**config.mk**
```make
export PLATFORM = sky130hd
export DESIGN_NAME = elc_regs
export DESIGN_NICKNAME = d
export VERILOG_FILES = /design/src/elc_pkg.sv /design/src/elc_regs.sv
export VERILOG_INCLUDE_DIRS = /design/src
export SDC_FILE = /design/constraint.sdc
export NUM_CORES = 1
export LEC_CHECK = 0
export BUFFER_PORTS_ARGS = -buffer_cell sky130_fd_sc_hd__buf_4
export CORE_MARGIN = 5
export CORE_UTILIZATION = 40
export CTS_BUF_LIST = sky130_fd_sc_hd__clkbuf_8
export DETAILED_ROUTE_END_ITERATION = 8
export SYNTH_ARGS = -nofsm -noshare
export SYNTH_HDL_FRONTEND = slang
export SYNTH_SLANG_ARGS = --single-unit
```
**constraint.sdc**
```tcl
create_clock -name SYS_CLK -period 6.62 [get_ports SYS_CLK]
set_input_delay 0.662 -clock SYS_CLK [delete_from_list [all_inputs] [get_ports SYS_CLK]]
set_output_delay 0.662 -clock SYS_CLK [all_outputs]
set_load 0.1 [all_outputs]
```
**src/elc_params.svh**
```systemverilog
// Register offsets, field positions, reset values and bus constants of the event log control block
`ifndef ELC_PARAMS_SVH
`define ELC_PARAMS_SVH

// Register offsets are word indices; the byte address is four times the index
`define ELC_IDX_CTRL      20'h48000
`define ELC_IDX_TSEL      20'h48004
`define ELC_IDX_THRESH    20'h4800C
`define ELC_IDX_PTR       20'h4800E
`define ELC_IDX_CH_ON     20'h48020
`define ELC_IDX_CH_LVL    20'h48024
`define ELC_IDX_IRQ_STS   20'h48030
`define ELC_IDX_IRQ_MASK  20'h48034

// Field positions
`define ELC_CTRL_ON_BIT   0
`define ELC_CTRL_CLR_BIT  1
`define ELC_PTR_NE_BIT    16
`define ELC_PTR_WM_BIT    17
`define ELC_PTR_FULL_BIT  18

// Reset values, timestamp source code and queue depth
`define ELC_TSEL_RST      2'h0
`define ELC_TSEL_TIMER1   2'h0
`define ELC_THRESH_RST    4'h1
`define ELC_QUEUE_DEPTH   5'h10

// Bus widths
`define ELC_AW            24
`define ELC_DW            32

`endif

```
**src/elc_pkg.sv**
```systemverilog
// Types shared by the event log control block
package elc_pkg;

  // One logged event handed to the queue storage
  typedef struct packed {
    logic       valid;   // One-cycle store strobe
    logic [3:0] index;   // Queue slot to write
    logic [3:0] channel; // Channel number
  } elc_log_t;

  // Sticky interrupt causes, same layout in status and mask registers
  typedef struct packed {
    logic full;
    logic thresh;
    logic unread;
  } elc_irq_t;

endpackage : elc_pkg

```
**src/elc_regs.sv**
```systemverilog
// Event log control and status register bank with channel arbitration and queue pointers
`timescale 1ns/10ps
`include "elc_params.svh"

// Functional notes
// - Clear bit write empties queue and flags
// - Recorder logs only while enable bit set
// - Timestamp source code 00 only, others reserved
// - Four-bit free space threshold, resets to one
// - Threshold flag when free slots <= threshold
// - Full flag set when all slots unread
// - Unread flag while any event unconsumed
// - Read-only write index of next slot
// - Sixteen channel enable bits, reset zero
// - Sixteen read-only channel level bits
// - While full, new events are discarded
// - One event per cycle, lowest channel wins
module elc_regs (
  input  wire logic                SYS_CLK,  // Logger clock
  input  wire logic                NRST,     // Asynchronous reset, active low
  input  wire logic                PSEL,     // APB select
  input  wire logic                PENABLE,  // APB access phase
  input  wire logic                PWRITE,   // APB direction
  input  wire logic [`ELC_AW-1:0]  PADDR,    // APB byte address
  input  wire logic [`ELC_DW-1:0]  PWDATA,   // APB write data
  output logic      [`ELC_DW-1:0]  PRDATA,   // APB read data
  output logic                     PREADY,   // APB ready
  output logic                     PSLVERR,  // APB error on unmapped address
  input  wire logic [15:0]         CH_SRC,   // Selected source levels, asynchronous
  output logic      [15:0]         CH_ON,    // Channel enables to source logic
  output logic      [1:0]          TS_SEL,   // Timestamp source select
  output elc_pkg::elc_log_t        LOG,      // Store strobe for queue storage
  output logic                     IRQ       // Level interrupt
);
  import elc_pkg::*;

  // ----------------------------------------------------------------
  // Helpers
  // ----------------------------------------------------------------
  function automatic logic hit(input logic [`ELC_AW-1:0] a, input logic [19:0] idx);
    hit = (a == {2'h0, idx, 2'h0});
  endfunction : hit

  function automatic logic [4:0] lowest(input logic [15:0] v);
    lowest = 5'h10;
    for (int i = 15; i >= 0; i--) begin
      if (v[i]) begin
        lowest = 5'(i);
      end
    end
  endfunction : lowest

  // ----------------------------------------------------------------
  // Declarations
  // ----------------------------------------------------------------
  logic [15:0] sync1_ff, sync2_ff, prev_ff, pend_ff, nxt_pend;
  logic        on_ff, full_ff, wm_ff, ne_ff, nxt_full;
  logic [1:0]  tsel_ff;
  logic [3:0]  thresh_ff, wptr_ff, rptr_ff;
  logic [15:0] ch_on_ff, lvl_ff;
  logic [`ELC_DW-1:0] prdata_ff;
  logic        pready_ff, pslverr_ff, irq_ff;
  elc_log_t    log_ff;
  elc_irq_t    sts_ff, mask_ff, flag_prev_ff, flags;
  logic        setup, wr_acc, clr, rptr_wr, store, mapped;
  logic [4:0]  win, unread, free_slots;
  logic [15:0] edges;

  assign setup   = PSEL & ~PENABLE;
  assign wr_acc  = PSEL & PENABLE & PWRITE & pready_ff;
  assign clr     = wr_acc & hit(PADDR, `ELC_IDX_CTRL) & PWDATA[`ELC_CTRL_CLR_BIT];
  assign rptr_wr = wr_acc & hit(PADDR, `ELC_IDX_PTR) & (PWDATA[3:0] != rptr_ff);
  assign mapped  = hit(PADDR, `ELC_IDX_CTRL) | hit(PADDR, `ELC_IDX_TSEL)
                 | hit(PADDR, `ELC_IDX_THRESH) | hit(PADDR, `ELC_IDX_PTR)
                 | hit(PADDR, `ELC_IDX_CH_ON) | hit(PADDR, `ELC_IDX_CH_LVL)
                 | hit(PADDR, `ELC_IDX_IRQ_STS) | hit(PADDR, `ELC_IDX_IRQ_MASK);

  // ----------------------------------------------------------------
  // Queue occupancy
  // ----------------------------------------------------------------
  // Equal pointers are ambiguous, so the full flag breaks the tie
  assign unread     = full_ff ? `ELC_QUEUE_DEPTH : {1'b0, 4'(wptr_ff - rptr_ff)};
  assign free_slots = 5'(`ELC_QUEUE_DEPTH - unread);

  // ----------------------------------------------------------------
  // Input synchroniser and channel level mirror
  // ----------------------------------------------------------------
  always_ff @(posedge SYS_CLK or negedge NRST) begin
    if (!NRST) begin
      sync1_ff <= 16'h0000;
      sync2_ff <= 16'h0000;
      lvl_ff   <= 16'h0000;
    end else begin
      sync1_ff <= CH_SRC;
      sync2_ff <= sync1_ff;
      lvl_ff   <= sync2_ff;
    end
  end

  // ----------------------------------------------------------------
  // Event detection and arbitration
  // ----------------------------------------------------------------
  // Previous level is held low while off, so a level already high at enable logs once
  assign edges = sync2_ff & ~prev_ff & ch_on_ff;
  assign win   = lowest(pend_ff);
  assign store = on_ff & ~full_ff & ~win[4] & ~clr;

  always_comb begin
    nxt_pend = pend_ff & ch_on_ff;
    if (store) begin
      nxt_pend[win[3:0]] = 1'b0;
    end
    // Events seen while full are dropped; a repeat of a pending one merges
    if (!full_ff) begin
      nxt_pend = nxt_pend | edges;
    end
    if (!on_ff || clr) begin
      nxt_pend = 16'h0000;
    end
  end

  always_ff @(posedge SYS_CLK or negedge NRST) begin
    if (!NRST) begin
      prev_ff <= 16'h0000;
      pend_ff <= 16'h0000;
      log_ff  <= '0;
    end else begin
      prev_ff <= on_ff ? sync2_ff : 16'h0000;
      pend_ff <= nxt_pend;
      log_ff  <= '{valid: store, index: wptr_ff, channel: win[3:0]};
    end
  end

  // ----------------------------------------------------------------
  // Pointers and flags
  // ----------------------------------------------------------------
  always_comb begin
    nxt_full = full_ff;
    if (rptr_wr) begin
      nxt_full = 1'b0;
    end
    // A store that fills the last slot wins over a read index update
    if (store && (4'(wptr_ff + 4'h1) == rptr_ff)) begin
      nxt_full = 1'b1;
    end
    if (clr) begin
      nxt_full = 1'b0;
    end
  end

  always_ff @(posedge SYS_CLK or negedge NRST) begin
    if (!NRST) begin
      wptr_ff <= 4'h0;
      rptr_ff <= 4'h0;
      full_ff <= 1'b0;
      wm_ff   <= 1'b0;
      ne_ff   <= 1'b0;
    end else begin
      full_ff <= nxt_full;
      if (clr) begin
        wptr_ff <= 4'h0;
        rptr_ff <= 4'h0;
        wm_ff   <= 1'b0;
        ne_ff   <= 1'b0;
      end else begin
        if (store) begin
          wptr_ff <= 4'(wptr_ff + 4'h1);
        end
        if (wr_acc && hit(PADDR, `ELC_IDX_PTR)) begin
          rptr_ff <= PWDATA[3:0];
        end
        wm_ff <= (free_slots <= {1'b0, thresh_ff});
        ne_ff <= (unread != 5'h00);
      end
    end
  end

  // ----------------------------------------------------------------
  // Software control registers
  // ----------------------------------------------------------------
  always_ff @(posedge SYS_CLK or negedge NRST) begin
    if (!NRST) begin
      on_ff     <= 1'b0;
      tsel_ff   <= `ELC_TSEL_RST;
      thresh_ff <= `ELC_THRESH_RST;
      ch_on_ff  <= 16'h0000;
      mask_ff   <= '0;
    end else if (wr_acc) begin
      if (hit(PADDR, `ELC_IDX_CTRL)) begin
        on_ff <= PWDATA[`ELC_CTRL_ON_BIT];
      end
      // Reserved codes and writes while running are ignored
      if (hit(PADDR, `ELC_IDX_TSEL) && !on_ff
          && PWDATA[1:0] == `ELC_TSEL_TIMER1) begin
        tsel_ff <= PWDATA[1:0];
      end
      if (hit(PADDR, `ELC_IDX_THRESH)) begin
        thresh_ff <= PWDATA[3:0];
      end
      if (hit(PADDR, `ELC_IDX_CH_ON)) begin
        ch_on_ff <= PWDATA[15:0];
      end
      if (hit(PADDR, `ELC_IDX_IRQ_MASK)) begin
        mask_ff <= elc_irq_t'(PWDATA[2:0]);
      end
    end
  end

  // ----------------------------------------------------------------
  // Interrupt status
  // ----------------------------------------------------------------
  assign flags = '{full: full_ff, thresh: wm_ff, unread: ne_ff};

  always_ff @(posedge SYS_CLK or negedge NRST) begin
    if (!NRST) begin
      sts_ff       <= '0;
      flag_prev_ff <= '0;
      irq_ff       <= 1'b0;
    end else begin
      flag_prev_ff <= flags;
      // A rising flag in the clearing cycle survives the write-one clear
      if (wr_acc && hit(PADDR, `ELC_IDX_IRQ_STS)) begin
        sts_ff <= (sts_ff & ~elc_irq_t'(PWDATA[2:0])) | (flags & ~flag_prev_ff);
      end else begin
        sts_ff <= sts_ff | (flags & ~flag_prev_ff);
      end
      irq_ff <= |(sts_ff & mask_ff);
    end
  end

  // ----------------------------------------------------------------
  // APB slave: one wait-free access phase, data captured at setup
  // ----------------------------------------------------------------
  always_ff @(posedge SYS_CLK or negedge NRST) begin
    if (!NRST) begin
      prdata_ff  <= 32'h00000000;
      pready_ff  <= 1'b0;
      pslverr_ff <= 1'b0;
    end else begin
      pready_ff  <= setup;
      pslverr_ff <= setup & ~mapped;
      prdata_ff  <= 32'h00000000;
      if (setup && !PWRITE) begin
        if (hit(PADDR, `ELC_IDX_CTRL)) begin
          prdata_ff <= {31'h0, on_ff};
        end
        if (hit(PADDR, `ELC_IDX_TSEL)) begin
          prdata_ff <= {30'h0, tsel_ff};
        end
        if (hit(PADDR, `ELC_IDX_THRESH)) begin
          prdata_ff <= {28'h0, thresh_ff};
        end
        if (hit(PADDR, `ELC_IDX_PTR)) begin
          prdata_ff <= {13'h0, full_ff, wm_ff, ne_ff, 4'h0, wptr_ff, 4'h0, rptr_ff};
        end
        if (hit(PADDR, `ELC_IDX_CH_ON)) begin
          prdata_ff <= {16'h0000, ch_on_ff};
        end
        if (hit(PADDR, `ELC_IDX_CH_LVL)) begin
          prdata_ff <= {16'h0000, lvl_ff};
        end
        if (hit(PADDR, `ELC_IDX_IRQ_STS)) begin
          prdata_ff <= {29'h0, sts_ff};
        end
        if (hit(PADDR, `ELC_IDX_IRQ_MASK)) begin
          prdata_ff <= {29'h0, mask_ff};
        end
      end
    end
  end

  assign PRDATA  = prdata_ff;
  assign PREADY  = pready_ff;
  assign PSLVERR = pslverr_ff;
  assign CH_ON   = ch_on_ff;
  assign TS_SEL  = tsel_ff;
  assign LOG     = log_ff;
  assign IRQ     = irq_ff;
endmodule : elc_regs

```
Word level (Yosys, flattened, before mapping)
Cells that the tools add are included.

Register bits: 167. Input bits: 77. Output and inout bits: 62. Logic and storage cells: 147.

Add/sub/neg operators: 3. $lt $le $gt $ge: 3. Equality and inequality tests: 10. Multiplexer cells: 42. Bitwise operators: 38. Reduce and logical (&&, ||, !) cells: 21.

Operator list (count): $mux W32 (8); $eq A24 B21 Y1 const B (8); $mux W5 (17); $and A16 B16 Y16 (4); $mux W16 (4); $not A16 Y16 (2); $mux W4 (4); $or A16 B16 Y16 (1); $and A1 B1 Y1 (12); $reduce_and A2 Y1 (5); $and A3 B3 Y3 (3); $logic_and A1 B1 Y1 (7); $mux W1 (7); $or A1 B1 Y1 (7); $not A3 Y3 (2); $or A3 B3 Y3 (2); $le A5 B4 Y1 (1); $lt A4 B5 Y1 const B (1); $not A1 Y1 (5); $reduce_bool A5 Y1 (1); $sub A5 B5 Y5 const A (1); $add A4 B1 Y4 const B (1); $demux W1 S4 (1); $eq A4 B4 Y1 (1); 10 further kinds (12).

Longest topological paths before layout
Depth after elaboration: 26. Mapped depth: 11. Depth with buffers taken out: 11.

Worst setup path after synthesis
No wires, ideal clock.

Path kind: reg-to-reg. Start point: register wptr_ff[0]. End point: register wm_ff. Arrival time: 2.630 ns. Setup slack: 3.924 ns. Cell stages (with the launch flop): 12. Path buffers: 0. Path through: dfrtp_1 -> inv_1 -> ha_1 -> fa_1 -> or2_2 -> ha_1 -> ha_1 -> nor2b_1 -> o21a_1 -> o21a_1 -> o21ai_0 -> and3_1.

Word-level cells in the longest chain between the ends: 5.

Ends and longest elaborated chain: start: declaration (line elc_regs.sv:59) `logic [3:0] thresh_ff, wptr_ff, rptr_ff;`; start signal: assignment (line elc_regs.sv:167) `wptr_ff <= 4'(wptr_ff + 4'h1);`; $sub A4 B4 Y4 (line elc_regs.sv:82) `` assign unread = full_ff ? `ELC_QUEUE_DEPTH : {1'b0, 4'(wptr_ff - rptr_ff)}; ``; $mux W5 (line elc_regs.sv:82); $sub A5 B5 Y5 (no source line); $le A5 B4 Y1 (line elc_regs.sv:172) `wm_ff <= (free_slots <= {1'b0, thresh_ff});`; $mux W1 (line elc_regs.sv:160) `if (clr) begin`; end signal: assignment (line elc_regs.sv:172); end: declaration (line elc_regs.sv:57) `logic on_ff, full_ff, wm_ff, ne_ff, nxt_full;`.

No other way between the ends. A chain may end at the register's enable or synchronous reset.

Worst setup path after layout
Same ends and word-level chain as after synthesis.

==> summary.md <==
| Metric | Value |
|---|---|
| Most frequent cells after synthesis | `dfrtp_1 (153), nor2_1 (37), nand2_1 (28)` |
| Unrepaired setup endpoints after global routing | `no` |
| Largest net degree at the start of global routing | `94` |
| Synthesized area | `6720 um2` |
| Vias in the first global route | `4954` |
| Final slew viol count | `0` |
| Sequential area share after synthesis | `57.3%` |
| Top FF cell, synth | `dfrtp_1` |
| Crit path kind | `register to register` |
| Via count | `4711` |
| Startpoint Class | `register` |
| Skew-Pair Late Insertion Delay | `460 ps` |
| Residual DRC | `0` |
| Critical-path top delay cell | `dfrtp_1` |
| Final setup vio count | `0` |
| Initial DRC count | `236` |
| 1st-pass router iterations | `5` |
| Crit-path leading delay family | `adder cells` |
| Die W | `140 um` |
| H-tree lvl count | `4` |
| Placed cell area | `7640 um2` |
| Core Box Area | `16500 um2` |
| Port Buffer Count | `109` |
| Ratio of cells with drive above 1 in the final layout | `27.3%` |
| Max Cap Viol | `0` |
| GRT Residual Overflow | `0` |
| Setup WS post-layout | `3590 ps` |
| Layout area overhead | `20.7%` |
| First-pass GRT wire length | `26000 um` |
| CTS tree | `built` |
| Worst-Margin Slew | `1010 ps` |
| Ys async rst share | `100%` |
| Distinct cells, synth | `72` |
| Final Wtd Congestion | `0.929` |
| CP Max Fanout | `7` |
| Initial antenna violation count | `0` |
| Top-count cell post-synth | `dfrtp_1` |
| Post-CTS setup buffer count | `0` |
| Top-Level Pins | `139` |
| DRT antenna net count | `0` |
| YS warnings | `0` |
| CTS clk-pin slew, worst paths | `80 ps` |
| Worst Setup End Kind | `register` |
| CP Cell Sequence | `inv_1, ha_1, fa_1, or2_2, ha_1, ha_1, nor2b_1, o21a_1, o21a_1, o21ai_0, and3_1` |
| Starting Density | `40.7%` |
| Fin nets | `748` |
| Status | `complete, no violations` |
| Die area | `19500 um2` |
| Peak supply drop | `0.164 mV` |
| Setup TNS Final | `0 ps` |
| PostCTS Resize Cnt | `0` |
| TritonCTS Buffers | `17` |
| Top post-synthesis cells by area | `dfrtp_1 (57%), mux2_1 (3.2%), mux2i_1 (2.4%)` |
| Post-synth top area cell | `dfrtp_1` |
| CP most frequent cell | `ha_1` |
| Critical path depth | `11` |
| Tcrit/Tclk final | `45.8%` |
| CP bufs+invs | `1` |
| Worst path max stage delay | `530 ps` |
| Num rows | `47` |
| PD cells | `236 nW/um2` |
| Hold Crit Class | `primary input to async pin` |
| LEAKAGE | `3.84 nW` |
| Cts hold-fix bufs | `0` |
| Avg Cell Area, Syn | `12.1 um2` |
| Seq cells post-synth | `154` |
| WL per Instance | `17.9 um` |
| Final wirelength | `16000 um` |
| HPWL Detailed | `11100 um` |
| DIE HEIGHT | `140 um` |
| Vias per cell | `5.28` |
| Number of synthesized flops with an enable pin | `0` |
| Max_slew headroom | `32.5%` |
| CP Data Required Time | `7010 ps` |
| Final instance area | `8120 um2` |
| Fin. Hold Viols | `0` |
| Reg2reg path depth | `11` |
| Ant diodes | `0` |
| Reg2reg setup slack | `3590 ps` |
| Root buf cell | `clkbuf_8` |
| Total global-route track usage | `16.7%` |
| Hold slack | `259 ps` |
| Fin crit period | `3030 ps` |
| Achievable Freq | `0.330 GHz` |
| # clock sinks | `154` |
| Top-area cell type share of the netlist area | `56.9%` |
| Dpl ws | `3440 ps` |
| CTS Buffer Depth | `2` |
| Skew final | `8.59 ps` |
| Mapped Cells | `555` |
| Critical path arrival | `3420 ps` |
routing by layer:
metal / global-route usage [%] / wire, um / vias up
li1: - / - / 2167
met1: 22.5 / 7130 / 2316
met2: 26.1 / 7430 / 200
met3: 4.67 / 1120 / 28
met4: 6.22 / 325 / 0
met5: 0 / 0 / -
metrics by stage:
step	std cells	total power, W	utilization [%]
after floorplan	567	0.00105	-
after global placement	861	0.00110	46.3
after detailed placement	861	0.00110	46.3
after CTS	893	0.00194	49.1
after global routing	893	0.00198	49.1
final	893	0.00191	49.1
report_power, final:
group,leakage (nW),switching [W],total [W],internal (W)
clock network,0.244,0.000343,0.000836,0.000493
registers,1.95,0.00000628,0.000962,0.000955
logic,1.65,0.0000826,0.000116,0.0000333
total,3.84,0.000432,0.00191,0.00148
state kept, by name, indices dropped and copies added, names as in the netlist, 9 cells and up:
signal and flops:
LOG 9, CH_ON 16, prev_ff 16, PRDATA 19, lvl_ff 16, sync1_ff 16
sync2_ff 16, pend_ff 16
worst reg2reg max path, cell delays in order, from the launching register on:
cell	delay, ps
dfrtp_1	530
inv_1	90
ha_1	240
fa_1	450
or2_2	290
ha_1	290
ha_1	290
nor2b_1	130
o21a_1	170
o21a_1	160
o21ai_0	180
and3_1	170
cell type report:
class | count | area (um2)
fill | 1529 | 8410
sequential | 154 | 3850
multi-input combinational | 355 | 2600
timing repair buffer | 111 | 837
tap | 220 | 275
clock buffer | 18 | 248
clock inverter | 14 | 225
inverter | 21 | 78.8
cells by family (layout without fill, tap and decap cells):
| kind of cell | Yosys count | count (layout) | share of synthesized area (%) |
|---|---|---|---|
| and+or+nand+nor | 192 | 192 | 17.6 |
| DFF | 154 | 154 | 57.3 |
| AOI/OAI and AO/OA | 79 | 79 | 8.99 |
| buffers and inverters | 58 | 164 | 4.69 |
| muxes | 45 | 45 | 7.24 |
| xor gates and xnor gates | 15 | 15 | 1.95 |
| adders and majority gates | 11 | 11 | 2.16 |
| other | 1 | 13 | 0.0558 |
worst paths after layout:
| path | from | to |
|---|---|---|
| max | wptr_ff[0] | wm_ff |
| min | NRST | PRDATA[18] |
| max reg2reg | wptr_ff[0] | wm_ff |
| min reg2reg | sync1_ff[3] | sync2_ff[3] |
| max in group asynchronous | NRST | sync1_ff[11] |
| min in group SYS_CLK | CH_SRC[12] | sync1_ff[12] |
placed cells by master (no fill, tap or decap), drive strengths merged, types with 16 or more instances in the layout:
cell type  netlist  routed
and2            18      18
inv             21      23
buf             27     111
mux2i           16      16
dfrtp          153     153
nor4            16      16
mux2            29      29
a21oi           22      22
nor2            37      37
clkbuf          10      18
nand2           30      30
nor3            19      19
nand3           24      24
Power figures use the tool's default switching activity.
